## config.mk

```make
export PLATFORM = sky130hd
export DESIGN_NAME = ssr_dev_flat
export DESIGN_NICKNAME = d
export VERILOG_FILES = /design/src/ssr_pkg.sv /design/src/ssr_link_if.sv /design/src/ssr_dev.sv /design/src/flat_wrapper.sv
export SDC_FILE = /design/constraint.sdc
export NUM_CORES = 1
export LEC_CHECK = 0
export ABC_AREA = 0
export BUFFER_PORTS_ARGS = -buffer_cell sky130_fd_sc_hd__buf_2
export CAP_MARGIN = 20
export CELL_PAD_IN_SITES_DETAIL_PLACEMENT = 0
export CELL_PAD_IN_SITES_GLOBAL_PLACEMENT = 1
export CORE_UTILIZATION = 43
export DETAILED_ROUTE_END_ITERATION = 8
export PLACE_DENSITY = 0.81
export SYNTH_ARGS = -nofsm -noshare
export SYNTH_HDL_FRONTEND = slang
export SYNTH_SLANG_ARGS = --single-unit
```

## constraint.sdc

```tcl
create_clock -name REF_CLK -period 5.2 [get_ports REF_CLK]
set_input_delay 0.78 -clock REF_CLK [delete_from_list [all_inputs] [get_ports REF_CLK]]
set_output_delay 0.78 -clock REF_CLK [all_outputs]
set_load 0.005 [all_outputs]
```

## src/ssr_pkg.sv

```systemverilog
package ssr_pkg;
  // message codes and the reserved byte
  localparam logic [7:0] CODE_DATA_REQ = 8'h22;
  localparam logic [7:0] CODE_REDIRECT = 8'h23;
  localparam logic [7:0] RSVD_BYTE = 8'h00;
  // last byte index of each message, counted from byte 0
  localparam logic [4:0] REQ_LAST_POS = 5'h0d;
  localparam logic [4:0] RDR_LAST_POS = 5'h14;
  localparam logic [4:0] POS_MAX = 5'h1f;
  // data frame layout: two channel bytes, then payload
  localparam logic [4:0] FRAME_HDR = 5'h02;
  localparam logic [7:0] FRAME_PAYLOAD = 8'h10;
  // redirect descriptors the device may hold outstanding
  localparam logic [1:0] MAX_RDR = 2'h2;
  // alert and response codes, values arbitrary
  localparam logic [7:0] ALERT_BAD_RPATH = 8'h01;
  localparam logic [7:0] ALERT_BAD_FIELD = 8'h02;
  localparam logic [7:0] ALERT_UNEXPECTED = 8'h03;
  localparam logic [7:0] ALERT_TOO_MANY = 8'h04;
  localparam logic [7:0] RESP_BAD_FIELD = 8'h05;
  // request message as 112 bits, byte 0 on top, msb first
  localparam int RQ_CODE = 104;
  localparam int RQ_TAG = 80;
  localparam int RQ_OFS = 48;
  localparam int RQ_CNT = 16;
  localparam int RQ_CHAN = 0;
  // redirect message as 168 bits, byte 0 on top, msb first
  localparam int RD_CODE = 160;
  localparam int RD_TAG = 136;
  localparam int RD_RPID = 104;
  localparam int RD_CNT = 72;
  localparam int RD_CHAN = 56;
  localparam int RD_XID = 40;
  localparam int RD_OPATH = 8;
  localparam int RD_OPORT = 0;
endpackage

```

## src/ssr_link_if.sv

```systemverilog
`timescale 1ns/100ps
`default_nettype none
// byte streams both ways; frame=1 marks a data frame, 0 a message
interface ssr_link_if (
  input wire logic clk,
  input wire logic rst_n
);
  logic d2o_valid;
  logic d2o_ready;
  logic [7:0] d2o_data;
  logic d2o_last;
  logic d2o_frame;
  logic o2d_valid;
  logic o2d_ready;
  logic [7:0] o2d_data;
  logic o2d_last;
  logic o2d_frame;
  modport dev (
    output d2o_valid, d2o_data, d2o_last, d2o_frame, o2d_ready,
    input d2o_ready, o2d_valid, o2d_data, o2d_last, o2d_frame
  );
  modport peer (
    input d2o_valid, d2o_data, d2o_last, d2o_frame, o2d_ready,
    output d2o_ready, o2d_valid, o2d_data, o2d_last, o2d_frame
  );
endinterface
`default_nettype wire

```

## src/ssr_dev.sv

```systemverilog
`timescale 1ns/100ps
`default_nettype none
// Operation
// request: code 22h, tag, offset, count, channel
// request outstanding until its last frame
// request tag copies the command tag
// offset is a multiple of eight
// count multiple of eight unless final
// offset plus count within transfer length
// same channel: finish first transfer first
// channel allocated before request; bad fields abort
// data frames go to the requested channel
// new request only after frames for all
// one frame never spans two requests
// redirect: code 23h and its field layout
// redirect outstanding until third party done
// wrong return path raises an alert
// bad count modulo eight raises alert
// short redirect followed by another one
// frame address from path and channel
// redirect repeats the offer transfer id
// same channel redirects run one after another; the device compares only with the channel of the last redirect issued
// other bad fields get a response
// redirect tag copied from the offer
// multi-byte fields travel msb first
module ssr_dev (
  input wire logic REF_CLK,
  input wire logic RESETN,
  ssr_link_if.dev LNK,
  input wire logic REQ_VALID,
  output logic REQ_READY,
  input wire logic [31:0] REQ_OFFSET,
  input wire logic [31:0] REQ_COUNT,
  input wire logic [15:0] REQ_CHAN,
  input wire logic REQ_FINAL,
  input wire logic [31:0] IO_LEN,
  output logic REQ_REJECT,
  output logic [1:0] REQ_PENDING,
  output logic RX_VALID,
  output logic [7:0] RX_DATA,
  output logic [15:0] RX_CHAN,
  input wire logic [15:0] CMD_TAG,
  input wire logic [31:0] CMD_RPID,
  input wire logic [31:0] REM_LEN,
  output logic RDR_VALID,
  output logic [47:0] RDR_ADDR,
  output logic [7:0] RDR_PORT,
  output logic [31:0] RDR_COUNT,
  output logic [15:0] RDR_XID,
  input wire logic RDR_DONE,
  output logic ALERT_VALID,
  output logic [7:0] ALERT_CODE,
  output logic RESP_VALID,
  output logic [7:0] RESP_CODE
);
  logic [1:0] slot_busy, slot_got, slot_hit, chan_clash;
  logic [15:0] slot_chan [2];
  logic [31:0] slot_rem [2];
  logic tx_busy_reg;
  logic [4:0] tx_pos_reg, rx_pos_reg;
  logic [111:0] tx_sh_reg;
  logic [159:0] rx_sh_reg;
  logic [15:0] rx_chan_reg;
  logic go_pend_reg;
  logic [167:0] rdr_msg_reg;
  logic [1:0] rdr_cnt_reg;
  logic [15:0] last_chan_reg;

  // request admission checks
  wire [32:0] req_end = {1'b0, REQ_OFFSET} + {1'b0, REQ_COUNT};
  wire req_ok = !(|REQ_OFFSET[2:0])
    && (!(|REQ_COUNT[2:0]) || REQ_FINAL)
    && req_end <= {1'b0, IO_LEN} && (|REQ_COUNT);
  // every open request must have seen a frame before the next one
  wire gate_ok = (slot_busy & ~slot_got) == 2'h0;
  // a channel still in use is held back so transfers never mix
  assign REQ_READY = !tx_busy_reg && !(&slot_busy) && gate_ok
    && !(|chan_clash);
  wire req_fire = REQ_VALID && REQ_READY;
  wire req_load = req_fire && req_ok;
  wire alloc_idx = slot_busy[0];
  assign REQ_PENDING = slot_busy;

  // incoming stream; stalled while a redirect waits for its channel
  wire rx_fire = LNK.o2d_valid && LNK.o2d_ready;
  assign LNK.o2d_ready = !go_pend_reg;
  wire rx_pay = rx_fire && LNK.o2d_frame
    && rx_pos_reg >= ssr_pkg::FRAME_HDR;
  wire sms_end = rx_fire && !LNK.o2d_frame && LNK.o2d_last;

  // request slots: channel, bytes still due, frame seen
  for (genvar i = 0; i < 2; i++) begin : g_slot
    assign slot_hit[i] = slot_busy[i] && rx_pay
      && slot_chan[i] == rx_chan_reg;
    assign chan_clash[i] = slot_busy[i] && slot_chan[i] == REQ_CHAN;
    always_ff @(posedge REF_CLK or negedge RESETN) begin
      if (!RESETN) begin
        slot_busy[i] <= 1'b0;
        slot_got[i] <= 1'b0;
        slot_chan[i] <= 16'h0000;
        slot_rem[i] <= 32'h0;
      end else if (req_load && alloc_idx == 1'(i)) begin
        slot_busy[i] <= 1'b1;
        slot_got[i] <= 1'b0;
        slot_chan[i] <= REQ_CHAN;
        slot_rem[i] <= REQ_COUNT;
      end else if (slot_hit[i]) begin
        slot_got[i] <= 1'b1;
        slot_rem[i] <= slot_rem[i] - 32'h1;
        if (slot_rem[i] == 32'h1) slot_busy[i] <= 1'b0;
      end
    end
  end

  // request serializer, byte 0 first
  assign LNK.d2o_valid = tx_busy_reg;
  assign LNK.d2o_data = tx_sh_reg[111:104];
  assign LNK.d2o_last = tx_pos_reg == ssr_pkg::REQ_LAST_POS;
  assign LNK.d2o_frame = 1'b0;
  wire tx_fire = LNK.d2o_valid && LNK.d2o_ready;
  always_ff @(posedge REF_CLK or negedge RESETN) begin
    if (!RESETN) begin
      tx_busy_reg <= 1'b0;
      tx_pos_reg <= 5'h00;
      tx_sh_reg <= '0;
    end else if (req_load) begin
      tx_busy_reg <= 1'b1;
      tx_pos_reg <= 5'h00;
      tx_sh_reg <= {ssr_pkg::CODE_DATA_REQ, ssr_pkg::RSVD_BYTE,
        CMD_TAG, REQ_OFFSET, REQ_COUNT,
        REQ_CHAN};
    end else if (tx_fire) begin
      tx_sh_reg <= {tx_sh_reg[103:0], ssr_pkg::RSVD_BYTE};
      tx_pos_reg <= tx_pos_reg + 5'h1;
      if (LNK.d2o_last) tx_busy_reg <= 1'b0;
    end
  end

  // receive framing: byte position, message bytes, frame channel
  always_ff @(posedge REF_CLK or negedge RESETN) begin
    if (!RESETN) begin
      rx_pos_reg <= 5'h00;
      rx_sh_reg <= '0;
      rx_chan_reg <= 16'h0000;
    end else if (rx_fire) begin
      rx_sh_reg <= {rx_sh_reg[151:0], LNK.o2d_data};
      rx_pos_reg <= LNK.o2d_last ? 5'h00 :
        (rx_pos_reg == ssr_pkg::POS_MAX ? rx_pos_reg : rx_pos_reg + 5'h1);
      if (LNK.o2d_frame && rx_pos_reg < ssr_pkg::FRAME_HDR) begin
        rx_chan_reg <= {rx_chan_reg[7:0], LNK.o2d_data};
      end
    end
  end

  // redirect check at its last byte, in order of precedence
  wire [167:0] msg = {rx_sh_reg, LNK.o2d_data};
  wire [31:0] m_cnt = msg[ssr_pkg::RD_CNT +: 32];
  wire is_rdr = msg[ssr_pkg::RD_CODE +: 8] == ssr_pkg::CODE_REDIRECT
    && rx_pos_reg == ssr_pkg::RDR_LAST_POS;
  wire bad_rpid = msg[ssr_pkg::RD_RPID +: 32] != CMD_RPID;
  wire bad_mod8 = (|m_cnt[2:0]) && m_cnt != REM_LEN;
  wire bad_other = !(|m_cnt) || m_cnt > REM_LEN
    || msg[ssr_pkg::RD_TAG +: 16] != CMD_TAG;
  wire too_many = rdr_cnt_reg == ssr_pkg::MAX_RDR;
  wire pass_alert = is_rdr && !bad_rpid && !bad_mod8;
  wire alert_now = sms_end && (!pass_alert || (!bad_other && too_many));
  wire [7:0] alert_sel = !is_rdr ? ssr_pkg::ALERT_UNEXPECTED :
    bad_rpid ? ssr_pkg::ALERT_BAD_RPATH :
    bad_mod8 ? ssr_pkg::ALERT_BAD_FIELD :
    ssr_pkg::ALERT_TOO_MANY;
  wire resp_now = sms_end && pass_alert && bad_other;
  wire rdr_take = sms_end && pass_alert && !bad_other && !too_many;

  // a held redirect starts once none is outstanding or its channel differs from the last one issued
  wire [15:0] held_chan = rdr_msg_reg[ssr_pkg::RD_CHAN +: 16];
  wire go_issue = go_pend_reg && (rdr_cnt_reg == 2'h0
    || held_chan != last_chan_reg);
  wire done_ok = RDR_DONE && rdr_cnt_reg != 2'h0;
  assign RDR_ADDR = {rdr_msg_reg[ssr_pkg::RD_OPATH +: 32],
    held_chan};
  assign RDR_PORT = rdr_msg_reg[ssr_pkg::RD_OPORT +: 8];
  assign RDR_COUNT = rdr_msg_reg[ssr_pkg::RD_CNT +: 32];
  assign RDR_XID = rdr_msg_reg[ssr_pkg::RD_XID +: 16];

  // redirect hold and outstanding count
  always_ff @(posedge REF_CLK or negedge RESETN) begin
    if (!RESETN) begin
      go_pend_reg <= 1'b0;
      rdr_msg_reg <= '0;
      rdr_cnt_reg <= 2'h0;
      last_chan_reg <= 16'h0000;
      RDR_VALID <= 1'b0;
    end else begin
      RDR_VALID <= go_issue;
      // counts down only on the third party's completion
      rdr_cnt_reg <= rdr_cnt_reg + {1'b0, go_issue}
        - {1'b0, done_ok};
      if (rdr_take) begin
        go_pend_reg <= 1'b1;
        rdr_msg_reg <= msg;
      end else if (go_issue) begin
        go_pend_reg <= 1'b0;
        last_chan_reg <= held_chan;
      end
    end
  end

  // user-facing pulses; rejections never end the process
  always_ff @(posedge REF_CLK or negedge RESETN) begin
    if (!RESETN) begin
      REQ_REJECT <= 1'b0;
      RX_VALID <= 1'b0;
      RX_DATA <= 8'h00;
      RX_CHAN <= 16'h0000;
      ALERT_VALID <= 1'b0;
      ALERT_CODE <= 8'h00;
      RESP_VALID <= 1'b0;
      RESP_CODE <= 8'h00;
    end else begin
      REQ_REJECT <= req_fire && !req_ok;
      RX_VALID <= |slot_hit;
      if (rx_pay) begin
        RX_DATA <= LNK.o2d_data;
        RX_CHAN <= rx_chan_reg;
      end
      ALERT_VALID <= alert_now;
      if (alert_now) ALERT_CODE <= alert_sel;
      RESP_VALID <= resp_now;
      if (resp_now) RESP_CODE <= ssr_pkg::RESP_BAD_FIELD;
    end
  end
endmodule
`default_nettype wire

```

## src/flat_wrapper.sv

```systemverilog
// flat-port wrapper written by rule: the top's interface ports become plain ports
module ssr_dev_flat 
  (REF_CLK, RESETN, REQ_VALID, REQ_READY, REQ_OFFSET, REQ_COUNT, REQ_CHAN, REQ_FINAL, IO_LEN, REQ_REJECT, REQ_PENDING, RX_VALID, RX_DATA, RX_CHAN, CMD_TAG, CMD_RPID, REM_LEN, RDR_VALID, RDR_ADDR, RDR_PORT, RDR_COUNT, RDR_XID, RDR_DONE, ALERT_VALID, ALERT_CODE, RESP_VALID, RESP_CODE, clk, rst_n, LNK_d2o_valid, LNK_d2o_data, LNK_d2o_last, LNK_d2o_frame, LNK_o2d_ready, LNK_d2o_ready, LNK_o2d_valid, LNK_o2d_data, LNK_o2d_last, LNK_o2d_frame);
  ssr_link_if LNK_i (.clk(clk), .rst_n(rst_n));
  input wire logic REF_CLK;
  input wire logic RESETN;
  input wire logic REQ_VALID;
  output logic REQ_READY;
  input wire logic [31:0] REQ_OFFSET;
  input wire logic [31:0] REQ_COUNT;
  input wire logic [15:0] REQ_CHAN;
  input wire logic REQ_FINAL;
  input wire logic [31:0] IO_LEN;
  output logic REQ_REJECT;
  output logic [1:0] REQ_PENDING;
  output logic RX_VALID;
  output logic [7:0] RX_DATA;
  output logic [15:0] RX_CHAN;
  input wire logic [15:0] CMD_TAG;
  input wire logic [31:0] CMD_RPID;
  input wire logic [31:0] REM_LEN;
  output logic RDR_VALID;
  output logic [47:0] RDR_ADDR;
  output logic [7:0] RDR_PORT;
  output logic [31:0] RDR_COUNT;
  output logic [15:0] RDR_XID;
  input wire logic RDR_DONE;
  output logic ALERT_VALID;
  output logic [7:0] ALERT_CODE;
  output logic RESP_VALID;
  output logic [7:0] RESP_CODE;
  input wire logic clk;
  input wire logic rst_n;
  output wire logic [$bits(LNK_i.d2o_valid)-1:0] LNK_d2o_valid;
  output wire logic [$bits(LNK_i.d2o_data)-1:0] LNK_d2o_data;
  output wire logic [$bits(LNK_i.d2o_last)-1:0] LNK_d2o_last;
  output wire logic [$bits(LNK_i.d2o_frame)-1:0] LNK_d2o_frame;
  output wire logic [$bits(LNK_i.o2d_ready)-1:0] LNK_o2d_ready;
  input wire logic [$bits(LNK_i.d2o_ready)-1:0] LNK_d2o_ready;
  input wire logic [$bits(LNK_i.o2d_valid)-1:0] LNK_o2d_valid;
  input wire logic [$bits(LNK_i.o2d_data)-1:0] LNK_o2d_data;
  input wire logic [$bits(LNK_i.o2d_last)-1:0] LNK_o2d_last;
  input wire logic [$bits(LNK_i.o2d_frame)-1:0] LNK_o2d_frame;
  assign LNK_d2o_valid = LNK_i.d2o_valid;
  assign LNK_d2o_data = LNK_i.d2o_data;
  assign LNK_d2o_last = LNK_i.d2o_last;
  assign LNK_d2o_frame = LNK_i.d2o_frame;
  assign LNK_o2d_ready = LNK_i.o2d_ready;
  assign LNK_i.d2o_ready = LNK_d2o_ready;
  assign LNK_i.o2d_valid = LNK_o2d_valid;
  assign LNK_i.o2d_data = LNK_o2d_data;
  assign LNK_i.o2d_last = LNK_o2d_last;
  assign LNK_i.o2d_frame = LNK_o2d_frame;
  ssr_dev u_core (.REF_CLK(REF_CLK), .RESETN(RESETN), .LNK(LNK_i), .REQ_VALID(REQ_VALID), .REQ_READY(REQ_READY), .REQ_OFFSET(REQ_OFFSET), .REQ_COUNT(REQ_COUNT), .REQ_CHAN(REQ_CHAN), .REQ_FINAL(REQ_FINAL), .IO_LEN(IO_LEN), .REQ_REJECT(REQ_REJECT), .REQ_PENDING(REQ_PENDING), .RX_VALID(RX_VALID), .RX_DATA(RX_DATA), .RX_CHAN(RX_CHAN), .CMD_TAG(CMD_TAG), .CMD_RPID(CMD_RPID), .REM_LEN(REM_LEN), .RDR_VALID(RDR_VALID), .RDR_ADDR(RDR_ADDR), .RDR_PORT(RDR_PORT), .RDR_COUNT(RDR_COUNT), .RDR_XID(RDR_XID), .RDR_DONE(RDR_DONE), .ALERT_VALID(ALERT_VALID), .ALERT_CODE(ALERT_CODE), .RESP_VALID(RESP_VALID), .RESP_CODE(RESP_CODE));
endmodule
```

==> Word-level counts from Yosys, hierarchy flattened <==
Index checks and enable logic that the tools add are counted.
{ "word_totals": {"wordCells": 165, "output_inout_bits": 164, "ff_bits": 560, "inputBits": 211} }
{ "op_classes": {"bitwise_logic": 4, "n_eq_ne": 16, "muxes": 28, "reduce_logical": 79, "order_cmp": 4, "add_sub_neg": 7} }
{ "op_table": {"columns": ["cell", "count"], "rows": [
  ["112-bit 2-to-1 mux", 2],
  ["32-bit 2-to-1 mux", 4],
  ["16-bit equality test", 4],
  ["32-bit by 1-bit equality test with 1-bit output (second input constant)", 2],
  ["32-bit inequality test", 2],
  ["32-bit OR reduction", 2],
  ["32-bit by 1-bit subtractor with 32-bit output (second input constant)", 2],
  ["1-bit logical AND", 36],
  ["32-bit by 32-bit adder with 33-bit output", 1],
  ["33-bit by 32-bit less-or-equal comparator with 1-bit output", 1],
  ["32-bit > comparator", 1],
  ["16-bit inequality test", 2],
  ["5-bit 2-to-1 mux", 4],
  ["8-bit 2-to-1 mux", 2],
  ["2-bit nonzero test", 8],
  ["1-bit 2-to-1 mux", 15],
  ["1-bit zero test", 14],
  ["2-bit AND reduction", 7],
  ["5-bit by 1-bit adder with 5-bit output (second input constant)", 2],
  ["5-bit equality test (second input constant)", 2],
  ["3-bit OR reduction", 3],
  ["8-bit by 6-bit equality test with 1-bit output (second input constant)", 1],
  ["5-bit by 4-bit equality test with 1-bit output (second input constant)", 1],
  ["5-bit by 2-bit >= comparator with 1-bit output (second input constant)", 1],
  ["other kinds (12)", 19]
]} }

==> Logic depth before layout (Yosys ltp) <==
{ "depth": {"word_depth": 10, "ltp_mapped": 28, "mapped_depth_nobuf": 24} }

==> Least setup slack after synthesis <==
Ideal clock, no wire load.
{ "synth_timing": {"path_kind": "input -> register", "start": "input REQ_OFFSET[0]", "end": "register u_core.tx_sh_reg[46]", "t_arrival_ns": 5.440, "slack_ns": -0.304, "required_ns": 5.136, "cell_stages": 27, "path_buffers": 4, "setup_ns": 0.064, "path_cell_list": "ha_1 inv_1 fa_1 nor2b_1 o31a_1 o2111ai_1 a21oi_1 o21bai_1 a21oi_1 nor3_1 o31ai_1 a21oi_1 xnor2_1 ha_1 a21o_1 a21o_1 a211oi_1 o2111ai_1 o21ai_0 and4b_1 buf_1 and3_1 clkbuf_1 clkbuf_1 buf_1 a22o_1 a21o_1"} }
{ "synth_via": {"elab_chain_cells": 7, "elab_cells_between_ends": 10, "cone_classes": "add/sub (1); order compare (1); mux (1); reduce/logical (7)"} }
{ "synth_lines": {"columns": ["element", "line", "text"], "rows": [
  ["start: declaration", "flat_wrapper.sv:9", "input wire logic [31:0] REQ_OFFSET;"],
  ["parallel branches: the longest is 3 deep, another holds 32-bit by 32-bit adder with 33-bit output", null, null],
  ["1-bit logical AND * (2 in a row)", "ssr_dev.sv:73", "&& req_end <= {1'b0, IO_LEN} && (|REQ_COUNT);"],
  ["1-bit logical AND *", "ssr_dev.sv:80", "wire req_load = req_fire && req_ok;"],
  ["112-bit 2-to-1 mux or 2-bit nonzero test (tied branches)", null, null],
  ["end signal: assignment", "ssr_dev.sv:129", "tx_sh_reg <= {ssr_pkg::CODE_DATA_REQ, ssr_pkg::RSVD_BYTE,"],
  ["end signal: assignment", "ssr_dev.sv:133", "tx_sh_reg <= {tx_sh_reg[103:0], ssr_pkg::RSVD_BYTE};"],
  ["end: declaration", "ssr_dev.sv:61", "logic [111:0] tx_sh_reg;"]
]} }
Mark *: on every way between the ends.
A chain may end at the register's enable or synchronous reset.

==> Worst setup path in the final report <==
{ "layout_timing": {"start": "input REQ_COUNT[0]", "end": "register u_core.slot_rem[57] (netlist name)"} }
{ "layout_via": {"elab_chain_cells": 9, "elab_cells_between_ends": 13, "cone_classes": "add/sub (1); order compare (1); mux (1); reduce/logical (10)"} }
{ "layout_lines": {"columns": ["element", "line", "text"], "rows": [
  ["start: declaration", "flat_wrapper.sv:10", "input wire logic [31:0] REQ_COUNT;"],
  ["parallel branches: the longest is 5 deep, another holds 32-bit by 32-bit adder with 33-bit output", null, null],
  ["1-bit logical AND *", "ssr_dev.sv:73", null],
  ["1-bit logical AND *", "ssr_dev.sv:80", null],
  ["1-bit logical AND *", "ssr_dev.sv:102", "end else if (req_load && alloc_idx == 1'(i)) begin"],
  ["32-bit 2-to-1 mux or 2-bit nonzero test (tied branches)", null, null],
  ["end signal: indexed assignment", "ssr_dev.sv:109", "slot_rem[i] <= slot_rem[i] - 32'h1;"],
  ["end: declaration", "ssr_dev.sv:58", "logic [31:0] slot_rem [2];"]
]} }
Marked as above.

==> run summary <==
The number of enable-type register cells in the synthesized netlist is 0. The share of the core filled with cells came out at 53.6%. Data on the critical path arrives at its endpoint at 5540 ps. The clock transition time at the flip-flop clock pins of the worst setup and hold paths came out at 60 ps. The number of cells traversed by the worst register-to-register path is 12.

The path class of the lowest-slack min-delay path is input pin to async pin. The synthesized design spends more area on one cell type than any other, namely dfrtp_1. Summed over all nets, the half-perimeter wirelength after detailed placement is 56.7 mm. The vertical extent of the die came out at 256 um. For the finished layout, the period the worst path requires is 5000 ps. The share of cells above drive strength 1 came out at 27.1%. Summing the sequential cell areas from Yosys gives 50.1% of the chip area. The most common flop cell mapped by yosys is dfrtp_1. The highest attainable clock frequency is 0.200 GHz.

At the end of the flow, the number of nets in the layout was 3509. TritonCTS built the clock tree. The final global-route overflow total came out at 0. The tool flagged a number of max-cap violations equal to 0.

The global placer's final weighted congestion is 0.918. For this run, the number of standard cells in the final layout without fillers is 4091. The post-synthesis instance area came out at 27700 um^2. The number of different library cells used by synthesis comes to 70. The maximum vdd drop came out at 0.303 mV. The static leakage came out at 18.4 nW. Dividing the detail-routed wire length by the instance count gives 19.3 um. The setup total negative slack is 0 ps. The number of flip-flops in the largest register came out at 160.

The total DRC errors in the routed layout came out at 0. Summing all multi-input logic gate instances after layout gives 13100 um^2. The kind of end point of the critical path is a register.

The number of endpoints with negative hold slack in the final report came to 0. Using the TritonRoute via totals, the vias-per-cell ratio works out to 5.30. Sorting the synthesized cells by area gives the leading types as dfrtp_1 50%, nand2_1 8.6%, mux2_2 5.0%. The cts-stage hold buffer count came out at 0.

Fill cells in the final layout number 5607. The count of input and output buffers is 360. The total area inside the core boundary comes to 63400 um^2. The synthesized design contains 555 register bits. No sink is reached through more buffers than the 3 on the longest clock path.

The row count came out at 92. Entering global routing, the biggest net connects 125 pins. The data required time of the critical path came out at 5740 ps.

The instance area at placement came out at 31400 um^2. The post-synthesis average cell area is 10.2 um^2. The tree is rooted in a clkbuf_16. The total number of H-tree levels is 2.

The number of placed instances, taps included, is 3958. For this design the ratio of total power to cell area is 416 nW/um^2. The flow ran to the end, and the final reports show no timing, DRC or antenna violations.

The synthesis-to-layout area growth is 22.5%. The type of element launching the critical path is an input pin. The actual slew at the worst max-slew pin is 975 ps. The clock net sink count came out at 555.

Hold is met by 93.8 ps. The largest fanout on the critical path is 21. The number of vias in the routed layout came out at 21670.

The post-layout total power is 14.2 mW. Before CTS, the worst setup slack after placement is -990 ps. The clock insertion delay at the later pin of the skew report is 640 ps. The via count of the first global-routing pass came out at 22063. The number of antenna violations at the first check in global routing came to 6. The worst setup slack after layout came out at 204 ps. The number of nets with antenna violations after detailed routing came out at 0. The type of the worst setup path is input pin to register. The yosys synthesis warning count is 0.

For this run, the total global-route usage over all layers was measured as 23.8%. The count of mapped cells out of synthesis is 2718. After the first detailed-routing iteration, the DRC count stood at 1635. Of the post-synthesis cell area, the dominant cell type holds 50.1%. The wire length reported by the detailed router is 79.0 mm. The register cell area after layout is 13900 um^2.

The die area is 65500 um^2. The post-route clock skew is 41.5 ps. The worst pin sits at a relative slew slack of 35.0%. After layout, the worst path uses 96.1% of the clock period. The cell area after layout came out at 34000 um^2. For this configuration, the core starts out at a cell density of 43.7%. From left edge to right edge, the die measures 256 um.

375 I/O pins were placed. The count of final setup violators came out at 0. The first-pass iteration count of the detailed router is 5.

Counting the buffers created by CTS gives 61. The final max-slew violation count is 0. After synthesis, the share of flip-flops with an asynchronous set or reset is 100%. The first-pass GRT wire length is 124 mm.
[worst max-delay path: stages]
cell	delay, ps
buf_12	110
ha_4	170
inv_2	60
fa_2	210
nor2b_2	50
o31a_1	320
o2111ai_2	260
a21oi_2	110
o21bai_2	180
a21oi_2	110
or3_1	390
a21oi_2	160
xnor2_1	150
ha_1	270
a21o_1	160
a21o_1	190
a211oi_2	240
o2111ai_2	150
o21ai_2	200
and4b_1	230
buf_6	140
nand4b_1	140
buf_4	190
buf_16	150
mux2_2	260
a21oi_1	150
[cell usage after synthesis (6+ instances only)]
library cell,count
a22o_1,79
nor4_1,48
o31ai_1,6
a21oi_1,123
and3_1,15
ha_1,108
buf_4,22
clkbuf_1,86
o21ai_0,47
nand2b_1,7
xor2_1,100
dfrtp_1,555
buf_1,16
nand3b_1,6
xnor2_1,107
a21o_1,115
or3_1,11
or4_1,8
nand4_1,39
buf_6,7
nand2_1,635
a211oi_1,8
o21bai_1,6
nor3_1,29
nor2b_1,9
nor2_1,125
inv_1,101
nand3_1,22
o21a_1,14
mux2i_1,8
mux2_4,60
mux2_2,124
[repair_timing]
action | CTS | global route
resized for setup | 27 | 28
buffers inserted | 8 | 5
gates cloned | 1 | 0
setup endpoints to repair | 213 | 218
pin swaps | 13 | 35
[report_power, final]
part / switching, mW / leakage [nW] / internal, mW
registers: 1.00 / 7.37 / 5.36
clock network: 1.86 / 1.07 / 2.73
logic: 1.60 / 9.96 / 1.61
total: 4.45 / 18.4 / 9.70
[worst paths after layout]
check                                                endpoint  slack (ps)                               from
hold / removal                  u_core.RX_CHAN[6]$_DFFE_PN0P_          90                             RESETN
hold reg to reg             u_core.rx_sh_reg[158]$_DFFE_PN0P_         470  u_core.rx_sh_reg[150]$_DFFE_PN0P_
max in group asynchronous    u_core.tx_sh_reg[37]$_DFFE_PN0P_        3840                             RESETN
setup / recovery              u_core.slot_rem[57]$_DFFE_PN0P_         200                       REQ_COUNT[0]
setup reg to reg           u_core.rdr_msg_reg[18]$_DFFE_PN0P_        1300   u_core.rx_sh_reg[91]$_DFFE_PN0P_
min in group REF_CLK          u_core.rx_sh_reg[2]$_DFFE_PN0P_         400                    LNK_o2d_data[2]
[kinds of logic after synthesis]
family | after synthesis | synth area share (%)
AND/OR/NAND/NOR | 980 | 15.4
XOR/XNOR | 207 | 6.54
adder cells (fa/ha/maj) | 109 | 4.94
AO/OA/AOI/OAI | 438 | 10.8
multiplexers | 192 | 8.57
flip-flops | 555 | 50.1
buffers and inverters | 236 | 3.70
other | 1 | 0.0135
[cells in the final DEF (no fill, tap or decap), drive strengths merged, types with 4 or more instances in the layout]
cell type | Yosys | layout
nand2 | 635 | 635
dfrtp | 555 | 555
buf | 49 | 532
mux2 | 184 | 184
nor2 | 125 | 125
a21oi | 123 | 123
a21o | 115 | 115
ha | 108 | 108
xnor2 | 107 | 107
inv | 101 | 105
xor2 | 100 | 100
clkbuf | 86 | 89
a22o | 79 | 79
nor4 | 49 | 49
o21ai | 47 | 47
nand4 | 39 | 39
nor3 | 29 | 29
nand3 | 22 | 22
and3 | 15 | 15
o21a | 14 | 14
clkinv | 0 | 14
conb | 1 | 12
or3 | 12 | 12
nor2b | 11 | 11
or4 | 9 | 9
mux2i | 8 | 8
a211oi | 8 | 8
nand2b | 7 | 7
nand3b | 6 | 6
bufinv | 0 | 6
o31ai | 6 | 6
o21bai | 6 | 6
or2 | 5 | 5
nand4b | 4 | 4
nor3b | 4 | 4
a31oi | 4 | 4
[per-layer routing]
metal	vias to the layer above	GRT usage, %	routed length (um)
met5	-	0	53
met3	137	4.80	4630
li1	10202	-	-
met4	8	6.69	1800
met2	567	39.5	38200
met1	10756	31.4	34400
[area by class of cell]
class	count	area share (%)
multi-input cells	1938	38.6
clock inverters	27	1.05
diodes	3	0.0221
flip-flops and latches	555	40.9
inverters	101	1.12
clock buffers	89	5.33
well taps	846	3.11
repair buffers	532	9.85
(Power assumes the default switching activity.)
